File: config.mk
export PLATFORM = sky130hd
export DESIGN_NAME = vic_top
export DESIGN_NICKNAME = d
export VERILOG_FILES = /design/src/verilog/vic_pkg.sv /design/src/verilog/vic_top.sv
export SDC_FILE = /design/constraint.sdc
export NUM_CORES = 1
export LEC_CHECK = 0
export BUFFER_PORTS_ARGS = -buffer_cell sky130_fd_sc_hd__buf_2
export CORE_AREA = 5 5 152 154
export DETAILED_ROUTE_END_ITERATION = 10
export DIE_AREA = 0 0 157 159
export PLACE_DENSITY = 0.71
export SLEW_MARGIN = 20
export SYNTH_ARGS = -nofsm -noshare
export SYNTH_HDL_FRONTEND = slang
export SYNTH_SLANG_ARGS = --single-unit
File: constraint.sdc
create_clock -name core_clk_in -period 36.7 [get_ports core_clk_in]
set_clock_uncertainty 0.05 [all_clocks]
set_input_delay 3.67 -clock core_clk_in [delete_from_list [all_inputs] [get_ports core_clk_in]]
set_output_delay 3.67 -clock core_clk_in [all_outputs]
set_load 0.01 [all_outputs]
File: src/verilog/vic_pkg.sv
// Purpose: Shared constants and types for the vectored event controller
// Assumes: AXI4-Lite register access, 32-bit data, byte addresses
// Notes: Vector addresses are 16-bit word addresses into page zero, except software and boot vectors
`default_nettype none
package vic_pkg;
  localparam int NUM_EVT = 9;
  localparam int NUM_SWI = 7;
  localparam int NUM_TRAP = 16;
  localparam int NUM_HWT = 5;
  localparam int PRIO_W = 4;
  // Register byte offsets
  localparam logic [7:0] OFS_ENABLE_LOW = 8'h00;
  localparam logic [7:0] OFS_ENABLE_HIGH = 8'h04;
  localparam logic [7:0] OFS_PRIO_0 = 8'h08;
  localparam logic [7:0] OFS_SWI_REQ = 8'h20;
  localparam logic [7:0] OFS_SWI_EN = 8'h24;
  localparam logic [7:0] OFS_CTRL = 8'h28;
  localparam logic [7:0] OFS_STATUS = 8'h2C;
  localparam logic [7:0] OFS_IRQ_STAT = 8'h30;
  localparam logic [7:0] OFS_IRQ_MASK = 8'h34;
  localparam logic [7:0] OFS_BOOT_VEC = 8'h38;
  localparam int NUM_PRIO_REG = 6;
  // Field positions
  localparam int BIT_GLOBAL_EN = 7;
  localparam int FLD_LO_LSB = 0;
  localparam int FLD_HI_LSB = 4;
  localparam int CTRL_FORCE_BOOT = 0;
  localparam int CTRL_EXT0_LEVEL = 1;
  localparam int CTRL_EXT1_LEVEL = 2;
  // Fixed vectors
  localparam logic [15:0] VEC_RESET = 16'h0000;
  localparam logic [15:0] VEC_HWT_BASE = 16'h0004;
  localparam logic [15:0] VEC_TRAP_BASE = 16'h0040;
  localparam logic [15:0] VEC_SWI_BASE = 16'h0100;
  localparam logic [1:0] RSP_OKAY = 2'h0;
  localparam logic [1:0] RSP_SLVERR = 2'h2;
  localparam logic [3:0] PRIO_TRAP = 4'hF;
  localparam logic [31:0] RST_VAL = 32'h0000_0000;
  // Interrupt status bits
  localparam int IRQ_ENTRY = 0;
  localparam int IRQ_WAKE = 1;
  localparam int IRQ_RESET = 2;

  typedef enum logic [1:0] {
    VIC_KIND_RESET = 2'h0,
    VIC_KIND_TRAP = 2'h1,
    VIC_KIND_EVENT = 2'h2,
    VIC_KIND_SWI = 2'h3
  } vic_kind_t;

  typedef struct packed {
    logic valid;
    vic_kind_t kind;
    logic [5:0] source;
    logic [3:0] prio;
    logic [15:0] vector;
  } vic_req_t;
endpackage : vic_pkg
`default_nettype wire

File: src/verilog/vic_top.sv
// Purpose: Vectored event, trap and reset controller with AXI4-Lite registers
// Assumes: One 10 MHz clock, synchronous active-high reset, core acks entries
// Notes: One request presented at a time and held until acknowledged
//
// Summary of operation
// - Thirty-eight vectored sources: events, exceptions, traps, software requests.
// - Each event has seven priority levels; global and per-source enables.
// - Event accepted only when global enable and own enable both set.
// - Three-bit priority field: zero disables, n maps to n plus eight.
// - Six priority registers, fields in bits 2-0 and 6-4.
// - Equal priority resolved by rank: reset, traps, then events 2..10.
// - Resets vector through word at address 0000 unless the boot vector is selected.
// - Hardware traps at fixed vectors 0004 to 0014, rank one.
// - Sixteen trap instructions vector within 0040 to 007F.
// - Event vectors at 0080 through 00AC as listed.
// - Every vector is sixteen bits, page zero except software and boot vectors.
// - Reset release raises reset exception, vectored through location 0000.
// - Boot vector replaces reset address when forced or flash status nonzero.
// - Power-down wake only by enabled level-sensitive external request.
// - Data memory is not cleared by reset.
// - Software interrupts act like events, raised only by register writes.
`default_nettype none
module vic_top #(
  parameter logic [15:0] BOOT_VEC_DEF = 16'h0000 // Arbitrary default
) (
  input wire logic core_clk_in,
  input wire logic sys_rst_in,
  input wire logic [31:0] s_axi_awaddr_in,
  input wire logic s_axi_awvalid_in,
  output logic s_axi_awready_out,
  input wire logic [31:0] s_axi_wdata_in,
  input wire logic [3:0] s_axi_wstrb_in,
  input wire logic s_axi_wvalid_in,
  output logic s_axi_wready_out,
  output logic [1:0] s_axi_bresp_out,
  output logic s_axi_bvalid_out,
  input wire logic s_axi_bready_in,
  input wire logic [31:0] s_axi_araddr_in,
  input wire logic s_axi_arvalid_in,
  output logic s_axi_arready_out,
  output logic [31:0] s_axi_rdata_out,
  output logic [1:0] s_axi_rresp_out,
  output logic s_axi_rvalid_out,
  input wire logic s_axi_rready_in,
  input wire logic [vic_pkg::NUM_EVT-1:0] event_flags_in,
  input wire logic [vic_pkg::NUM_HWT-1:0] hw_trap_in,
  input wire logic trap_req_in,
  input wire logic [3:0] trap_num_in,
  input wire logic flash_status_nonzero_in,
  input wire logic power_down_in,
  input wire logic [3:0] core_prio_in,
  input wire logic core_ack_in,
  output logic req_valid_out,
  output logic [15:0] req_vector_out,
  output logic [3:0] req_prio_out,
  output logic [1:0] req_kind_out,
  output logic wake_out,
  output logic irq_out
);
  localparam int NE = vic_pkg::NUM_EVT;
  localparam int NS = vic_pkg::NUM_SWI;

  ////////////////////////////////////////////////////////////////////////
  // Register state
  logic [7:0] en_low_r, en_low_nxt, en_high_r, en_high_nxt;
  logic [7:0] prio_r [vic_pkg::NUM_PRIO_REG];
  logic [7:0] prio_nxt [vic_pkg::NUM_PRIO_REG];
  logic [NS-1:0] swi_req_r, swi_req_nxt, swi_en_r, swi_en_nxt;
  logic [2:0] ctrl_r, ctrl_nxt;
  logic [2:0] irq_stat_r, irq_stat_nxt, irq_mask_r, irq_mask_nxt;
  logic [15:0] boot_vec_r, boot_vec_nxt;
  logic awdone_r, awdone_nxt, wdone_r, wdone_nxt;
  logic [7:0] awaddr_r, awaddr_nxt;
  logic [31:0] wdata_r, wdata_nxt;
  logic bvalid_r, bvalid_nxt, rvalid_r, rvalid_nxt;
  logic [1:0] bresp_r, bresp_nxt, rresp_r, rresp_nxt;
  logic [31:0] rdata_r, rdata_nxt;
  vic_pkg::vic_req_t cur_r, cur_nxt, best;
  logic rst_pend_r, rst_pend_nxt, wake_r, wake_nxt, irq_r, irq_nxt;

  // Event enable bit positions: ext0,tmr0,ext1,tmr1,tmr2 low; serial high
  function automatic logic evt_enable(input int i, input logic [7:0] lo,
                                      input logic [7:0] hi);
    evt_enable = (i < 5) ? lo[i] : hi[i-5];
  endfunction

  // Event index to priority register and field
  function automatic logic [2:0] evt_field(input int i, input logic [7:0] p0,
      input logic [7:0] p1, input logic [7:0] p2, input logic [7:0] p4,
      input logic [7:0] p5);
    unique case (i)
      0: evt_field = p0[2:0];
      1: evt_field = p0[6:4];
      2: evt_field = p1[2:0];
      3: evt_field = p1[6:4];
      4: evt_field = p2[2:0];
      5: evt_field = p4[2:0];
      6: evt_field = p4[6:4];
      7: evt_field = p5[2:0];
      default: evt_field = p5[6:4];
    endcase
  endfunction

  function automatic logic [15:0] evt_vector(input int i);
    unique case (i)
      0: evt_vector = 16'h0080;
      1: evt_vector = 16'h0084;
      2: evt_vector = 16'h0088;
      3: evt_vector = 16'h008C;
      4: evt_vector = 16'h0090;
      5: evt_vector = 16'h00A0;
      6: evt_vector = 16'h00A4;
      7: evt_vector = 16'h00A8;
      default: evt_vector = 16'h00AC;
    endcase
  endfunction

  ////////////////////////////////////////////////////////////////////////
  // Effective priorities and arbitration
  logic [3:0] evt_prio [NE];
  logic [NE-1:0] evt_live;
  genvar g;
  generate
    for (g = 0; g < NE; g++) begin : g_evt
      logic [2:0] fld;
      assign fld = evt_field(g, prio_r[0], prio_r[1], prio_r[2], prio_r[4], prio_r[5]);
      assign evt_prio[g] = (fld == 3'h0) ? 4'h0 : {1'b1, fld};
      assign evt_live[g] = event_flags_in[g] && en_low_r[vic_pkg::BIT_GLOBAL_EN]
                           && evt_enable(g, en_low_r, en_high_r)
                           && (evt_prio[g] > core_prio_in);
    end
  endgenerate

  always_comb begin
    best = '0;
    // Scan from highest rank number downward so lower rank numbers overwrite on ties
    for (int i = NS - 1; i >= 0; i--) begin
      if (swi_req_r[i] && swi_en_r[i] && (4'(i + 1) > core_prio_in)
          && (!best.valid || 4'(i + 1) >= best.prio)) begin
        best.valid = 1'b1;
        best.kind = vic_pkg::VIC_KIND_SWI;
        best.source = 6'(i);
        best.prio = 4'(i + 1);
        best.vector = vic_pkg::VEC_SWI_BASE + 16'(4 * i);
      end
    end
    for (int i = NE - 1; i >= 0; i--) begin
      if (evt_live[i] && (!best.valid || evt_prio[i] >= best.prio)) begin
        best.valid = 1'b1;
        best.kind = vic_pkg::VIC_KIND_EVENT;
        best.source = 6'(i);
        best.prio = evt_prio[i];
        best.vector = evt_vector(i);
      end
    end
    if (trap_req_in) begin
      best.valid = 1'b1;
      best.kind = vic_pkg::VIC_KIND_TRAP;
      best.source = 6'(vic_pkg::NUM_HWT) + {2'h0, trap_num_in};
      best.prio = vic_pkg::PRIO_TRAP;
      best.vector = vic_pkg::VEC_TRAP_BASE + {10'h000, trap_num_in, 2'h0};
    end
    for (int i = vic_pkg::NUM_HWT - 1; i >= 0; i--) begin
      if (hw_trap_in[i]) begin
        best.valid = 1'b1;
        best.kind = vic_pkg::VIC_KIND_TRAP;
        best.source = 6'(i);
        best.prio = vic_pkg::PRIO_TRAP;
        best.vector = vic_pkg::VEC_HWT_BASE + 16'(4 * i);
      end
    end
    if (rst_pend_r) begin
      best.valid = 1'b1;
      best.kind = vic_pkg::VIC_KIND_RESET;
      best.source = 6'h00;
      best.prio = vic_pkg::PRIO_TRAP;
      best.vector = (ctrl_r[vic_pkg::CTRL_FORCE_BOOT] || flash_status_nonzero_in)
                    ? boot_vec_r : vic_pkg::VEC_RESET;
    end
  end

  // Presented request held until ack, then next winner
  always_comb begin
    cur_nxt = cur_r;
    rst_pend_nxt = rst_pend_r;
    if (!cur_r.valid || core_ack_in) begin
      cur_nxt = core_ack_in ? '0 : best;
      if (core_ack_in && cur_r.valid && cur_r.kind == vic_pkg::VIC_KIND_RESET) begin
        rst_pend_nxt = 1'b0;
      end
    end
    // Level-sensitive enabled external request wakes power-down
    wake_nxt = power_down_in && en_low_r[vic_pkg::BIT_GLOBAL_EN] &&
      ((event_flags_in[0] && en_low_r[0] && ctrl_r[vic_pkg::CTRL_EXT0_LEVEL]) ||
       (event_flags_in[2] && en_low_r[2] && ctrl_r[vic_pkg::CTRL_EXT1_LEVEL]));
  end

  ////////////////////////////////////////////////////////////////////////
  // AXI4-Lite slave
  logic wr_go, rd_go;
  logic [NS-1:0] swi_wr_val;
  always_comb begin
    awdone_nxt = awdone_r;
    wdone_nxt = wdone_r;
    awaddr_nxt = awaddr_r;
    wdata_nxt = wdata_r;
    if (s_axi_awvalid_in && !awdone_r) begin
      awdone_nxt = 1'b1;
      awaddr_nxt = s_axi_awaddr_in[7:0];
    end
    if (s_axi_wvalid_in && !wdone_r) begin
      wdone_nxt = 1'b1;
      wdata_nxt = s_axi_wdata_in;
    end
    wr_go = awdone_r && wdone_r && !bvalid_r;
    if (wr_go) begin
      awdone_nxt = 1'b0;
      wdone_nxt = 1'b0;
    end
    bvalid_nxt = bvalid_r;
    bresp_nxt = bresp_r;
    if (bvalid_r && s_axi_bready_in) bvalid_nxt = 1'b0;
    en_low_nxt = en_low_r;
    en_high_nxt = en_high_r;
    prio_nxt = prio_r;
    swi_req_nxt = swi_req_r;
    swi_en_nxt = swi_en_r;
    ctrl_nxt = ctrl_r;
    irq_mask_nxt = irq_mask_r;
    boot_vec_nxt = boot_vec_r;
    irq_stat_nxt = irq_stat_r;
    swi_wr_val = wdata_r[NS-1:0];
    // Entry clears a taken software request; a new write of it still wins
    if (core_ack_in && cur_r.valid && cur_r.kind == vic_pkg::VIC_KIND_SWI) begin
      swi_req_nxt[cur_r.source[2:0]] = 1'b0;
    end
    if (wr_go) begin
      bvalid_nxt = 1'b1;
      bresp_nxt = vic_pkg::RSP_OKAY;
      unique case (awaddr_r & 8'hFC)
        vic_pkg::OFS_ENABLE_LOW: en_low_nxt = wdata_r[7:0];
        vic_pkg::OFS_ENABLE_HIGH: en_high_nxt = {4'h0, wdata_r[3:0]};
        vic_pkg::OFS_SWI_REQ: swi_req_nxt = swi_wr_val;
        vic_pkg::OFS_SWI_EN: swi_en_nxt = swi_wr_val;
        vic_pkg::OFS_CTRL: ctrl_nxt = wdata_r[2:0];
        vic_pkg::OFS_IRQ_STAT: irq_stat_nxt = irq_stat_r & ~wdata_r[2:0];
        vic_pkg::OFS_IRQ_MASK: irq_mask_nxt = wdata_r[2:0];
        vic_pkg::OFS_BOOT_VEC: boot_vec_nxt = wdata_r[15:0];
        default: begin
          if (awaddr_r >= vic_pkg::OFS_PRIO_0 && awaddr_r < vic_pkg::OFS_SWI_REQ) begin
            prio_nxt[3'((awaddr_r - vic_pkg::OFS_PRIO_0) >> 2)] = wdata_r[7:0] & 8'h77;
          end else begin
            bresp_nxt = vic_pkg::RSP_SLVERR;
          end
        end
      endcase
    end
    // Status events set after any clear so the set wins
    if (core_ack_in && cur_r.valid) irq_stat_nxt[vic_pkg::IRQ_ENTRY] = 1'b1;
    if (wake_r) irq_stat_nxt[vic_pkg::IRQ_WAKE] = 1'b1;
    if (rst_pend_r) irq_stat_nxt[vic_pkg::IRQ_RESET] = 1'b1;
    irq_nxt = |(irq_stat_r & irq_mask_r);
    rd_go = s_axi_arvalid_in && !rvalid_r;
    rvalid_nxt = rvalid_r;
    rdata_nxt = rdata_r;
    rresp_nxt = rresp_r;
    if (rvalid_r && s_axi_rready_in) rvalid_nxt = 1'b0;
    if (rd_go) begin
      rvalid_nxt = 1'b1;
      rresp_nxt = vic_pkg::RSP_OKAY;
      unique case (s_axi_araddr_in[7:0] & 8'hFC)
        vic_pkg::OFS_ENABLE_LOW: rdata_nxt = {24'h0, en_low_r};
        vic_pkg::OFS_ENABLE_HIGH: rdata_nxt = {24'h0, en_high_r};
        vic_pkg::OFS_SWI_REQ: rdata_nxt = {25'h0, swi_req_r};
        vic_pkg::OFS_SWI_EN: rdata_nxt = {25'h0, swi_en_r};
        vic_pkg::OFS_CTRL: rdata_nxt = {29'h0, ctrl_r};
        vic_pkg::OFS_STATUS: rdata_nxt = {cur_r.vector, 3'h0, cur_r.valid,
                                          cur_r.prio, 6'h0, cur_r.kind};
        vic_pkg::OFS_IRQ_STAT: rdata_nxt = {29'h0, irq_stat_r};
        vic_pkg::OFS_IRQ_MASK: rdata_nxt = {29'h0, irq_mask_r};
        vic_pkg::OFS_BOOT_VEC: rdata_nxt = {16'h0, boot_vec_r};
        default: begin
          if (s_axi_araddr_in[7:0] >= vic_pkg::OFS_PRIO_0
              && s_axi_araddr_in[7:0] < vic_pkg::OFS_SWI_REQ) begin
            rdata_nxt = {24'h0, prio_r[3'((s_axi_araddr_in[7:0] - vic_pkg::OFS_PRIO_0) >> 2)]};
          end else begin
            rdata_nxt = vic_pkg::RST_VAL;
            rresp_nxt = vic_pkg::RSP_SLVERR;
          end
        end
      endcase
    end
  end

  ////////////////////////////////////////////////////////////////////////
  // Registers; no data memory is touched by reset here
  always_ff @(posedge core_clk_in) begin
    if (sys_rst_in) begin
      en_low_r <= 8'h00;
      en_high_r <= 8'h00;
      for (int i = 0; i < vic_pkg::NUM_PRIO_REG; i++) prio_r[i] <= 8'h00;
      swi_req_r <= '0;
      swi_en_r <= '0;
      ctrl_r <= 3'h0;
      irq_stat_r <= 3'h0;
      irq_mask_r <= 3'h0;
      boot_vec_r <= BOOT_VEC_DEF;
      awdone_r <= 1'b0;
      wdone_r <= 1'b0;
      awaddr_r <= 8'h00;
      wdata_r <= 32'h0000_0000;
      bvalid_r <= 1'b0;
      bresp_r <= 2'h0;
      rvalid_r <= 1'b0;
      rresp_r <= 2'h0;
      rdata_r <= 32'h0000_0000;
      cur_r <= '0;
      rst_pend_r <= 1'b1;
      wake_r <= 1'b0;
      irq_r <= 1'b0;
    end else begin
      en_low_r <= en_low_nxt;
      en_high_r <= en_high_nxt;
      prio_r <= prio_nxt;
      swi_req_r <= swi_req_nxt;
      swi_en_r <= swi_en_nxt;
      ctrl_r <= ctrl_nxt;
      irq_stat_r <= irq_stat_nxt;
      irq_mask_r <= irq_mask_nxt;
      boot_vec_r <= boot_vec_nxt;
      awdone_r <= awdone_nxt;
      wdone_r <= wdone_nxt;
      awaddr_r <= awaddr_nxt;
      wdata_r <= wdata_nxt;
      bvalid_r <= bvalid_nxt;
      bresp_r <= bresp_nxt;
      rvalid_r <= rvalid_nxt;
      rresp_r <= rresp_nxt;
      rdata_r <= rdata_nxt;
      cur_r <= cur_nxt;
      rst_pend_r <= rst_pend_nxt;
      wake_r <= wake_nxt;
      irq_r <= irq_nxt;
    end
  end

  assign s_axi_awready_out = !awdone_r;
  assign s_axi_wready_out = !wdone_r;
  assign s_axi_bvalid_out = bvalid_r;
  assign s_axi_bresp_out = bresp_r;
  assign s_axi_arready_out = !rvalid_r;
  assign s_axi_rvalid_out = rvalid_r;
  assign s_axi_rdata_out = rdata_r;
  assign s_axi_rresp_out = rresp_r;
  assign req_valid_out = cur_r.valid;
  assign req_vector_out = cur_r.vector;
  assign req_prio_out = cur_r.prio;
  assign req_kind_out = cur_r.kind;
  assign wake_out = wake_r;
  assign irq_out = irq_r;

  ////////////////////////////////////////////////////////////////////////
  // Checks
  a_req_held: assert property (@(posedge core_clk_in) disable iff (sys_rst_in)
    cur_r.valid && !core_ack_in |=> $stable(cur_r))
    else $error("Request changed before ack");
  a_reset_first: assert property (@(posedge core_clk_in)
    $fell(sys_rst_in) |=> cur_r.valid && cur_r.kind == vic_pkg::VIC_KIND_RESET)
    else $error("Reset exception not presented first");
  a_reset_vec: assert property (@(posedge core_clk_in) disable iff (sys_rst_in)
    cur_r.valid && cur_r.kind == vic_pkg::VIC_KIND_RESET && !ctrl_r[0]
    && !flash_status_nonzero_in |-> cur_r.vector == 16'h0000)
    else $error("Reset vector not zero");
  a_evt_gate: assert property (@(posedge core_clk_in) disable iff (sys_rst_in)
    !en_low_r[7] && !cur_r.valid && !rst_pend_r && hw_trap_in == '0 && !trap_req_in
    && swi_req_r == '0 |=> !cur_r.valid)
    else $error("Event taken with global enable clear");
  a_evt_prio: assert property (@(posedge core_clk_in) disable iff (sys_rst_in)
    cur_r.valid && cur_r.kind == vic_pkg::VIC_KIND_EVENT |-> cur_r.prio[3]
    && cur_r.vector[15:8] == 8'h00 && cur_r.vector[7])
    else $error("Bad event priority or vector");
  a_trap_vec: assert property (@(posedge core_clk_in) disable iff (sys_rst_in)
    cur_r.valid && cur_r.kind == vic_pkg::VIC_KIND_TRAP |-> cur_r.vector < 16'h0080
    && cur_r.vector[1:0] == 2'h0)
    else $error("Trap vector out of range");
  a_wake_cond: assert property (@(posedge core_clk_in) disable iff (sys_rst_in)
    wake_out |-> $past(power_down_in) && $past(en_low_r[7]))
    else $error("Wake without enabled level request");
  a_above_core: assert property (@(posedge core_clk_in) disable iff (sys_rst_in)
    !cur_r.valid ##1 cur_r.valid && cur_r.kind == vic_pkg::VIC_KIND_EVENT
    |-> cur_r.prio > $past(core_prio_in))
    else $error("Event not above core priority");
  c_reset_entry: cover property (@(posedge core_clk_in)
    cur_r.kind == vic_pkg::VIC_KIND_RESET && core_ack_in);
  c_event_entry: cover property (@(posedge core_clk_in)
    cur_r.kind == vic_pkg::VIC_KIND_EVENT && core_ack_in);
  c_swi_entry: cover property (@(posedge core_clk_in)
    cur_r.kind == vic_pkg::VIC_KIND_SWI && core_ack_in);
  c_wake: cover property (@(posedge core_clk_in) wake_out);
endmodule // vic_top
`default_nettype wire

Yosys cells after proc, flatten, opt, wreduce, memory -nomap -nowiden
Cells that the tools add are included.
{"block": "op_classes", "addsub": 4, "order_cmp": 40, "n_eq_ne": 16, "mux": 60, "bitwise_logic": 8, "n_reduce_logical": 149}
{"op": "two-way mux 29 bit", "n": 24}
{"op": "case mux 32 bit (9 select lines)", "n": 1}
{"op": "equality test 6 x 4 -> 1 bit, second input constant", "n": 13}
{"op": "logical AND 1 bit", "n": 76}
{"op": "bitwise mux 48 bit", "n": 1}
{"op": ">= comparator 4 bit", "n": 9}
{"op": "greater-than comparator 4 bit", "n": 9}
{"op": "two-way mux 4 bit", "n": 9}
{"op": "two-way mux 8 bit", "n": 4}
{"op": "logical NOT 3 bit", "n": 9}
{"op": "binary-select mux 8 bit (select 3 bit)", "n": 1}
{"op": "demux 8 bit (select 3 bit)", "n": 1}
{"op": "two-way mux 7 bit", "n": 3}
{"op": "logical NOT 1 bit", "n": 20}
{"op": "AND reduction 2 bit", "n": 10}
{"op": "logical OR 1 bit", "n": 18}
{"op": ">= comparator 8 x 4 -> 1 bit, second input constant", "n": 2}
{"op": "greater-than comparator 3 x 4 -> 1 bit, first input constant", "n": 4}
{"op": "logical NOT 8 bit", "n": 2}
{"op": "< comparator 8 x 6 -> 1 bit, second input constant", "n": 2}
{"op": "two-way mux 16 bit", "n": 1}
{"op": "nonzero test 2 bit", "n": 8}
{"op": "equality test 6 x 1 -> 1 bit, second input constant", "n": 2}
{"op": ">= comparator 3 x 4 -> 1 bit, first input constant", "n": 3}
{"op": "other kinds (28)", "n": 45}
{"block": "totals", "reg_bits": 192, "out_inout_bits": 66, "wordCells": 310}

Depth between registers and ports, before layout
Gate-level depths: netlist of run 1.
{"block": "depth", "depth_word": 71, "mapped_depth": 84, "depth_no_buf": 81}

Worst setup path before layout of run 1
OpenSTA, ideal clock, no wires.
{"block": "synth_timing", "kind": "input port to flip-flop", "start": "input port core_prio_in[2]", "end": "register cur_r (netlist bit req_vector_out[8])", "setup_ns": 0.071, "arrival_time_ns": 18.444, "slack_ns": 18.136, "path_stages": 83, "path_cell_list": "inv_1 o2111a_2 or3_1 buf_6 o31ai_1 ha_1 nand2b_1 a21oi_1 o311a_1 a211o_1 nor2_1 a31oi_1 ha_1 nand2b_1 a2111oi_0 nor3_1 a31oi_1 nor2_1 [47 not listed] nand2b_1 a21o_1 a21o_1 a21oi_1 a21o_1 buf_2 mux2_2 a31o_1 ha_1 nand2b_1 a21o_1 a21o_1 a21oi_1 a21o_1 nand2_1 or4_1 nand2b_1 a21oi_1"}
{"block": "synth_via", "elab_chain_len": 71}
{"element": "start, declared", "line_no": "vic_top.sv:51", "rtl": "input wire logic [3:0] core_prio_in,"}
{"element": "greater-than comparator 3 x 4 -> 1 bit", "line_no": "vic_top.sv:138", "rtl": "if (swi_req_r[i] && swi_en_r[i] && (4'(i + 1) > core_prio_in)"}
{"element": "logical AND 1 bit", "line_no": "vic_top.sv:138"}
{"element": "two-way mux 29 bit", "line_no": "vic_top.sv:138"}
{"element": ">= comparator 3 x 4 -> 1 bit / logical NOT 1 bit (equally long branches)", "line_no": "vic_top.sv:139", "rtl": "&& (!best.valid || 4'(i + 1) >= best.prio)) begin"}
{"element": "logical OR 1 bit", "line_no": "vic_top.sv:139"}
{"element": "logical AND 1 bit", "line_no": "vic_top.sv:139"}
{"element": "two-way mux 29 bit", "line_no": "vic_top.sv:138"}
{"element": ">= comparator 3 x 4 -> 1 bit / logical NOT 1 bit (equally long branches)", "line_no": "vic_top.sv:139"}
{"element": "[51 not listed]"}
{"element": ">= comparator 4 bit / logical NOT 1 bit (equally long branches)", "line_no": "vic_top.sv:148", "rtl": "if (evt_live[i] && (!best.valid || evt_prio[i] >= best.prio)) begin"}
{"element": "logical OR 1 bit", "line_no": "vic_top.sv:148"}
{"element": "logical AND 1 bit", "line_no": "vic_top.sv:148"}
{"element": "two-way mux 29 bit *", "line_no": "vic_top.sv:148"}
{"element": "two-way mux 29 bit *", "line_no": "vic_top.sv:156", "rtl": "if (trap_req_in) begin"}
{"element": "two-way mux 29 bit * (5 in series)", "line_no": "vic_top.sv:164", "rtl": "if (hw_trap_in[i]) begin"}
{"element": "two-way mux 29 bit *", "line_no": "vic_top.sv:172", "rtl": "if (rst_pend_r) begin"}
{"element": "two-way mux 29 bit *", "line_no": "vic_top.sv:187", "rtl": "cur_nxt = core_ack_in ? '0 : best;"}
{"element": "end signal, assigned", "line_no": "vic_top.sv:340", "rtl": "cur_r <= cur_nxt;"}
{"element": "end, declared", "line_no": "vic_top.sv:78", "rtl": "vic_pkg::vic_req_t cur_r, cur_nxt, best;"}
Every way passes the cells marked *; elsewhere a longest branch is shown, timed or not.
A chain may end at the register's enable or synchronous reset.

Worst setup path after layout of run 1
Ends and elaborated chain as after synthesis.

==> results.md, run 1 <==
* Outcome: finished clean
* Share of synthesized registers carrying an async set or reset at 0%
* Clock latency on the worst-skew pair at ~430 ps
* #FFs+latches synth at ~180
* Worst EP arrival at around 22000 ps
* Most common cell after layout, fill and taps aside: dfxtp_1
* Unrepaired setup endpoints after global routing: false
* Total track usage at 25.8%
* HP Start: wdata_r[11]
* Critical Path RT at 37010 ps
* Final Cycle Share at 57.8%
* P per Cell Area at 36.6 nW/um2
* Area of the multi-input gates at 6210 um2
* Die W at 157 um
* Vias at 9645
* Max VDD drop at between 0.00003 and 0.00004 V
* CTS Buf Count at 17
* Largest net degree at the start of global routing at 90
* Synthesized area per cell at around 8.2 um2
* H-Tree Depth at 4
* Worst setup SP type: primary input
* Synth-to-Final Area Change at 11.0%
* TritonRoute pass-1 iters at 6
* Slew @ Worst Pin at 1050 ps
* FF-to-FF Start: swi_en_r[4]
* Root buffer cell: clkbuf_16
* Placed cell areas at 10900 um2
* Post-DP HPWL at between 20000 and 25000 um
* NumNets Final at between 1500 and 2000
* Port bufs at 124
* Largest family of logic cells by synthesized area: compound AO/OA/AOI/OAI gates
* Rows at 54
* Synthesized area at 10400 um2
* Most frequent cells in the layout: dfxtp_1 (176), nor2_1 (161), nand2_1 (126)
* Compound-gate portion of the synthesized area at between 20% and 30%
* Wirelength per Cell at 20.4 um
* CP dominant cell by count: a21o_1
* Post-Synthesis Cells at 1259
* Hold Buf Count CTS at 0
* Starting Density at between 40% and 50%
* Sequential area share after synthesis at around a third
* Die H at around 160 um
* Final worst slack at 15480 ps
* CP max stage delay at 570 ps
* Max-slew violations at 0
* Filler cells at 2031
* Synth Area in Adders at around 8.6%
* Post-CTS Setup Inserts at 0
* Mux cell area share after synthesis at 8.94%
* CTS Sinks at 176
* Diodes inserted at 0
* DR iter-0 viols at 855
* Vias in the first global route at 9110
* Final Hold Viols at 0
* Die Footprint at 25000 um2
* Clock Tree Buf Depth at 2
* Routability Congestion at 0.962
* Worst path slowest cell: or4_1
* Post-cts resize count at 0
* Final Routed Wirelength at 32500 um
* Pleak at 4.70 nW
* GRT Residual Overflow at 0
* Global-route wire length before repair at 51100 um
* Max-Cap Viols at 0
* Initial antenna violation count at 0
* EDFF count, synth at 0
* Synth Flop Type: dfxtp_1
* Synth Warn # at 0
* Max-Slew Margin vs Limit at 29.6%
* DRC violations left at 0
* Core ar. at 21600 um2
* Setup_tns at 0 ps
* Post-Synth XOR/XNOR Area at 0.0845%
* Vias per cell at 6.05
* Reg area at 3520 um2
* Routed Antenna Nets at 0
* Tmin final at between 20000 and 25000 ps
* FMAX at 47.1 MHz
* Crit. End Element: register
* Cell area after layout at ~12000 um2
* CTS tree: done
* Count of different cell masters after synthesis at 79
* Layout cells sized above 1 at about 15%
* Ports at 199
* Simple-Gate Fraction of Synth Area at 20.6%
* Crit path launch: core_prio_in[2]
* Crit-path max FO at 11
* Final count of negative-setup-slack endpoints at 0
* Clock slew at the register clock pins of the worst setup and hold paths at 70 ps
* Min-Delay Path Class: register to register
* Critical path class: primary input to register
* Placement Setup Slack at ~15000 ps
## routing by layer
metal | up-vias | track usage, % | routed length (um)
li1 | 4628 | - | -
met1 | 4559 | 36.0 | 14300
met2 | 398 | 39.2 | 14800
met3 | 60 | 5.68 | 2470
met4 | 0 | 9.07 | 945
met5 | - | 0 | 0
## critical path, delay by kind of cell
| kind | cells | cell delay (ps) |
|---|---|---|
| AOI/OAI and AO/OA | 44 | 10350 |
| adders and majority gates | 9 | 2220 |
| buffers and inverters | 3 | 650 |
| muxes | 1 | 380 |
| and+or+nand+nor | 23 | 4220 |
## final cells by class
type                    count  share of cell area [%]
clock buffers              21                    4.09
well taps                 280                    3.04
repair buffers            133                    6.00
multi-input cells         940                    53.9
clock inverters            11                    1.33
flip-flops and latches    176                    30.6
inverters                  32                    1.04
## final timing paths
path | slack [ps] | end | depth (start not counted)
setup reg to reg | 18790 | req_vector_out[8] | 79
hold reg to reg | 400 | boot_vec_r[11] | 2
hold / removal | 400 | boot_vec_r[11] | 2
setup / recovery | 15480 | req_vector_out[8] | 80
## cells in the mapped netlist, types with 13 or more instances
library cell  instances  share of area, %
nor2b_1              16              0.97
clkbuf_1             80               2.9
nand4_1              22               1.3
or3_1                15              0.90
o211ai_1             16               1.2
inv_1                32               1.2
a22oi_1              34               2.5
nand2b_1             23               1.4
ha_1                 71               8.6
o21ai_0              40               1.9
buf_4                24               1.7
nand2_1             126               4.6
a21o_1               28               2.0
dfxtp_1             176                34
mux2i_1              78               7.5
nor2_1              161               5.8
nor3_1               36               1.7
nand3_1              13              0.63
a21oi_1              96               4.6
## state kept, by name, summed over array words and instances, names as in the netlist, 7 cells and up
signal / count
g_evt.fld: 27
req_vector_out: 16
s_axi_rdata_out: 32
wdata_r: 16
boot_vec_r: 16
en_low_r: 8
swi_en_r: 7
swi_req_r: 7
prio_r: 9
## metrics by stage
step / hold WS [ps] / total power (W) / util [%] / cells
2_1_floorplan: 382 / 0.000222 / - / 1260
3_3_place_gp: 390 / 0.000234 / 50.5 / 1561
3_5_place_dp: 395 / 0.000235 / 50.5 / 1561
4_1_cts: 404 / 0.000423 / 53.4 / 1593
5_1_grt: 422 / 0.000436 / 53.4 / 1593
6_report: 401 / 0.000422 / 53.4 / 1593
## where the power goes
| group | total, W | internal (W) | switching [W] |
|---|---|---|---|
| sequential | 0.000200 | 0.000194 | 0.00000585 |
| clock | 0.000191 | 0.000113 | 0.0000774 |
| combinational | 0.0000308 | 0.0000111 | 0.0000197 |
| total | 0.000422 | 0.000319 | 0.000103 |
## kinds of logic after synthesis
group | after synthesis
and+or+nand+nor | 455
muxes | 86
xor gates and xnor gates | 1
DFF | 176
AOI/OAI and AO/OA | 325
buffers and inverters | 144
adders and majority gates | 71
other | 1
No activity file was read; power rests on OpenSTA's default activity.
==> run 2: changes to the inputs <==
--- a/config.mk
+++ b/config.mk
@@ -9,7 +9,7 @@
 export CORE_AREA = 5 5 152 154
 export DETAILED_ROUTE_END_ITERATION = 10
 export DIE_AREA = 0 0 157 159
-export PLACE_DENSITY = 0.71
+export PLACE_DENSITY = 0.74
 export SLEW_MARGIN = 20
 export SYNTH_ARGS = -nofsm -noshare
 export SYNTH_HDL_FRONTEND = slang
==> constraint.sdc (replaced) <==
create_clock -name core_clk_in -period 17.4 [get_ports core_clk_in]
set_clock_uncertainty 0.05 [all_clocks]
set_input_delay 1.74 -clock core_clk_in [delete_from_list [all_inputs] [get_ports core_clk_in]]
set_output_delay 1.74 -clock core_clk_in [all_outputs]
set_load 0.01 [all_outputs]
==> results.md, run 2 (synthesis gave the netlist of run 1 again) <==
* Clock slew at the register clock pins of the worst setup and hold paths at 60 ps
* Die W at 157 um
* NumNets Final at 1532
* Clock latency on the worst-skew pair at 430 ps
* Root buffer cell: clkbuf_16
* Die H at 159 um
* Most frequent cells in the layout: dfxtp_1 (176), nor2_1 (160), nand2_1 (126)
* Worst EP arrival at 16830 ps
* CTS tree: done
* Post-DP HPWL at approximately 25000 um
* Setup_tns at 0 ps
* CP dominant cell by count: a21o_1
* Routed Antenna Nets at 0
* Final Cycle Share at 95.4%
* Tmin final at ~17000 ps
* Rows at 54
* Min-Delay Path Class: register to register
* Max FFs per register at 32
* CTS Sinks at 176
* Crit-path max FO at 7
* CP max stage delay at 420 ps
* Global-route wire length before repair at 51600 um
* Final Routed Wirelength at 32900 um
* Hold_ws at between 400 and 500 ps
* Final Hold Viols at 0
* Final worst slack at 800 ps
* Overall Power at 0.000848 W
* Vias in the first global route at 9280
* Wirelength per Cell at 20.3 um
* DR iter-0 viols at 966
* Delay-heaviest family, CP: compound AO/OA/AOI/OAI gates
* FF-to-FF Start: g_evt[8].fld[1]
* Max-Slew Margin vs Limit at 29.2%
* Critical Path RT at 17630 ps
* Outcome: finished clean
* Max VDD drop at 0.0000731 V
* CTS Buf Count at 17
* Dpl cells at 1584
* WP buf/inv at 2
* Worst flop-to-flop path endpoint: req_vector_out[7]
* Most common cell after layout, fill and taps aside: dfxtp_1
* Clock Tree Buf Depth at 2
* Max-Cap Viols at 0
* R2R depth at 74
* Vias per cell at roughly 6.1
* Crit path launch: core_prio_in[2]
* Diodes inserted at 0
* Final count of negative-setup-slack endpoints at 0
* Critical path class: primary input to register
* Worst setup SP type: primary input
* Core ar. at roughly 22000 um2
* Largest net degree at the start of global routing at between 90 and 100
* Routability Congestion at 0.941
* Port bufs at ~120
* Slew @ Worst Pin at ~1100 ps
* Max-slew violations at 0
* GRT Residual Overflow at 0
* WP depth at 78
* Crit. End Element: register
* P per Cell Area at 72.6 nW/um2
* Pleak at 4.81 nW
* H-Tree Depth at 4
* Critical Path Sink: req_vector_out[7]
* Post-Layout Cell Count at 1620
* Vias at ~9800
* Worst path slowest cell: or3_1
* Synth-to-Final Area Change at 12.7%
* Placement Setup Slack at between 300 and 400 ps
* HP Start: wdata_r[13]
* Initial antenna violation count at 0
* DRC violations left at 0
* Ports at 199
* Layout cells sized above 1 at 17.1%
* Die Footprint at approximately 25000 um2
* Starting Density at 48.1%
* TritonRoute pass-1 iters at 6
* Total track usage at 25.9%
* Reg-to-reg slack, setup at 1730 ps
* FMAX at 60.2 MHz
[run 2: metrics by stage]
step	area, um2	utilization [%]
finish	11700	54.2
global route	11700	54.2
CTS	11600	53.9
detailed placement	11100	51.3
global placement	11100	51.3
floorplan	10400	-
[run 2: area by class of cell]
type / instances / area, um2
flip-flops and latches: 176 / 3520
multi-input cells: 940 / 6240
inverters: 32 / 120
clock inverters: 12 / 113
well taps: 280 / 350
clock buffers: 19 / 433
repair buffers: 161 / 907
fillers: 1988 / 9870
[run 2: worst min-delay path, stage by stage, from the launching register on]
cell     delay, ps
dfxtp_1        310
nand2_1         50
a21oi_1         50
[run 2: routing by layer]
layer / share of wire [%] / GRT usage (%) / routed length (um) / up-vias
met5: 0 / 0 / 0 / -
met3: 8.4 / 4.89 / 2750 / 88
met2: 46 / 40.6 / 15100 / 452
li1: - / - / - / 4688
met4: 3.3 / 8.72 / 1070 / 0
met1: 42 / 35.9 / 13900 / 4620
[run 2: what timing repair did]
item	in CTS	in global routing
resized for setup	0	9
hold buffers	0	0
setup buffers	0	5
endpoints found under the setup margin	0	12
[run 2: how the worst min path moves through the flow]
stage	end	slack, ps	cells past startpoint
2_1_floorplan	boot_vec_r[10]	380	2
3_3_place_gp	boot_vec_r[12]	390	2
3_5_place_dp	wdata_r[13]	400	2
4_1_cts	wdata_r[13]	410	2
5_1_grt	boot_vec_r[9]	420	2
6_report	wdata_r[13]	410	2
[run 2: power breakdown]
group,switching (W),internal [W]
sequential,0.0000123,0.000410
clock,0.000163,0.000197
combinational,0.0000425,0.0000242
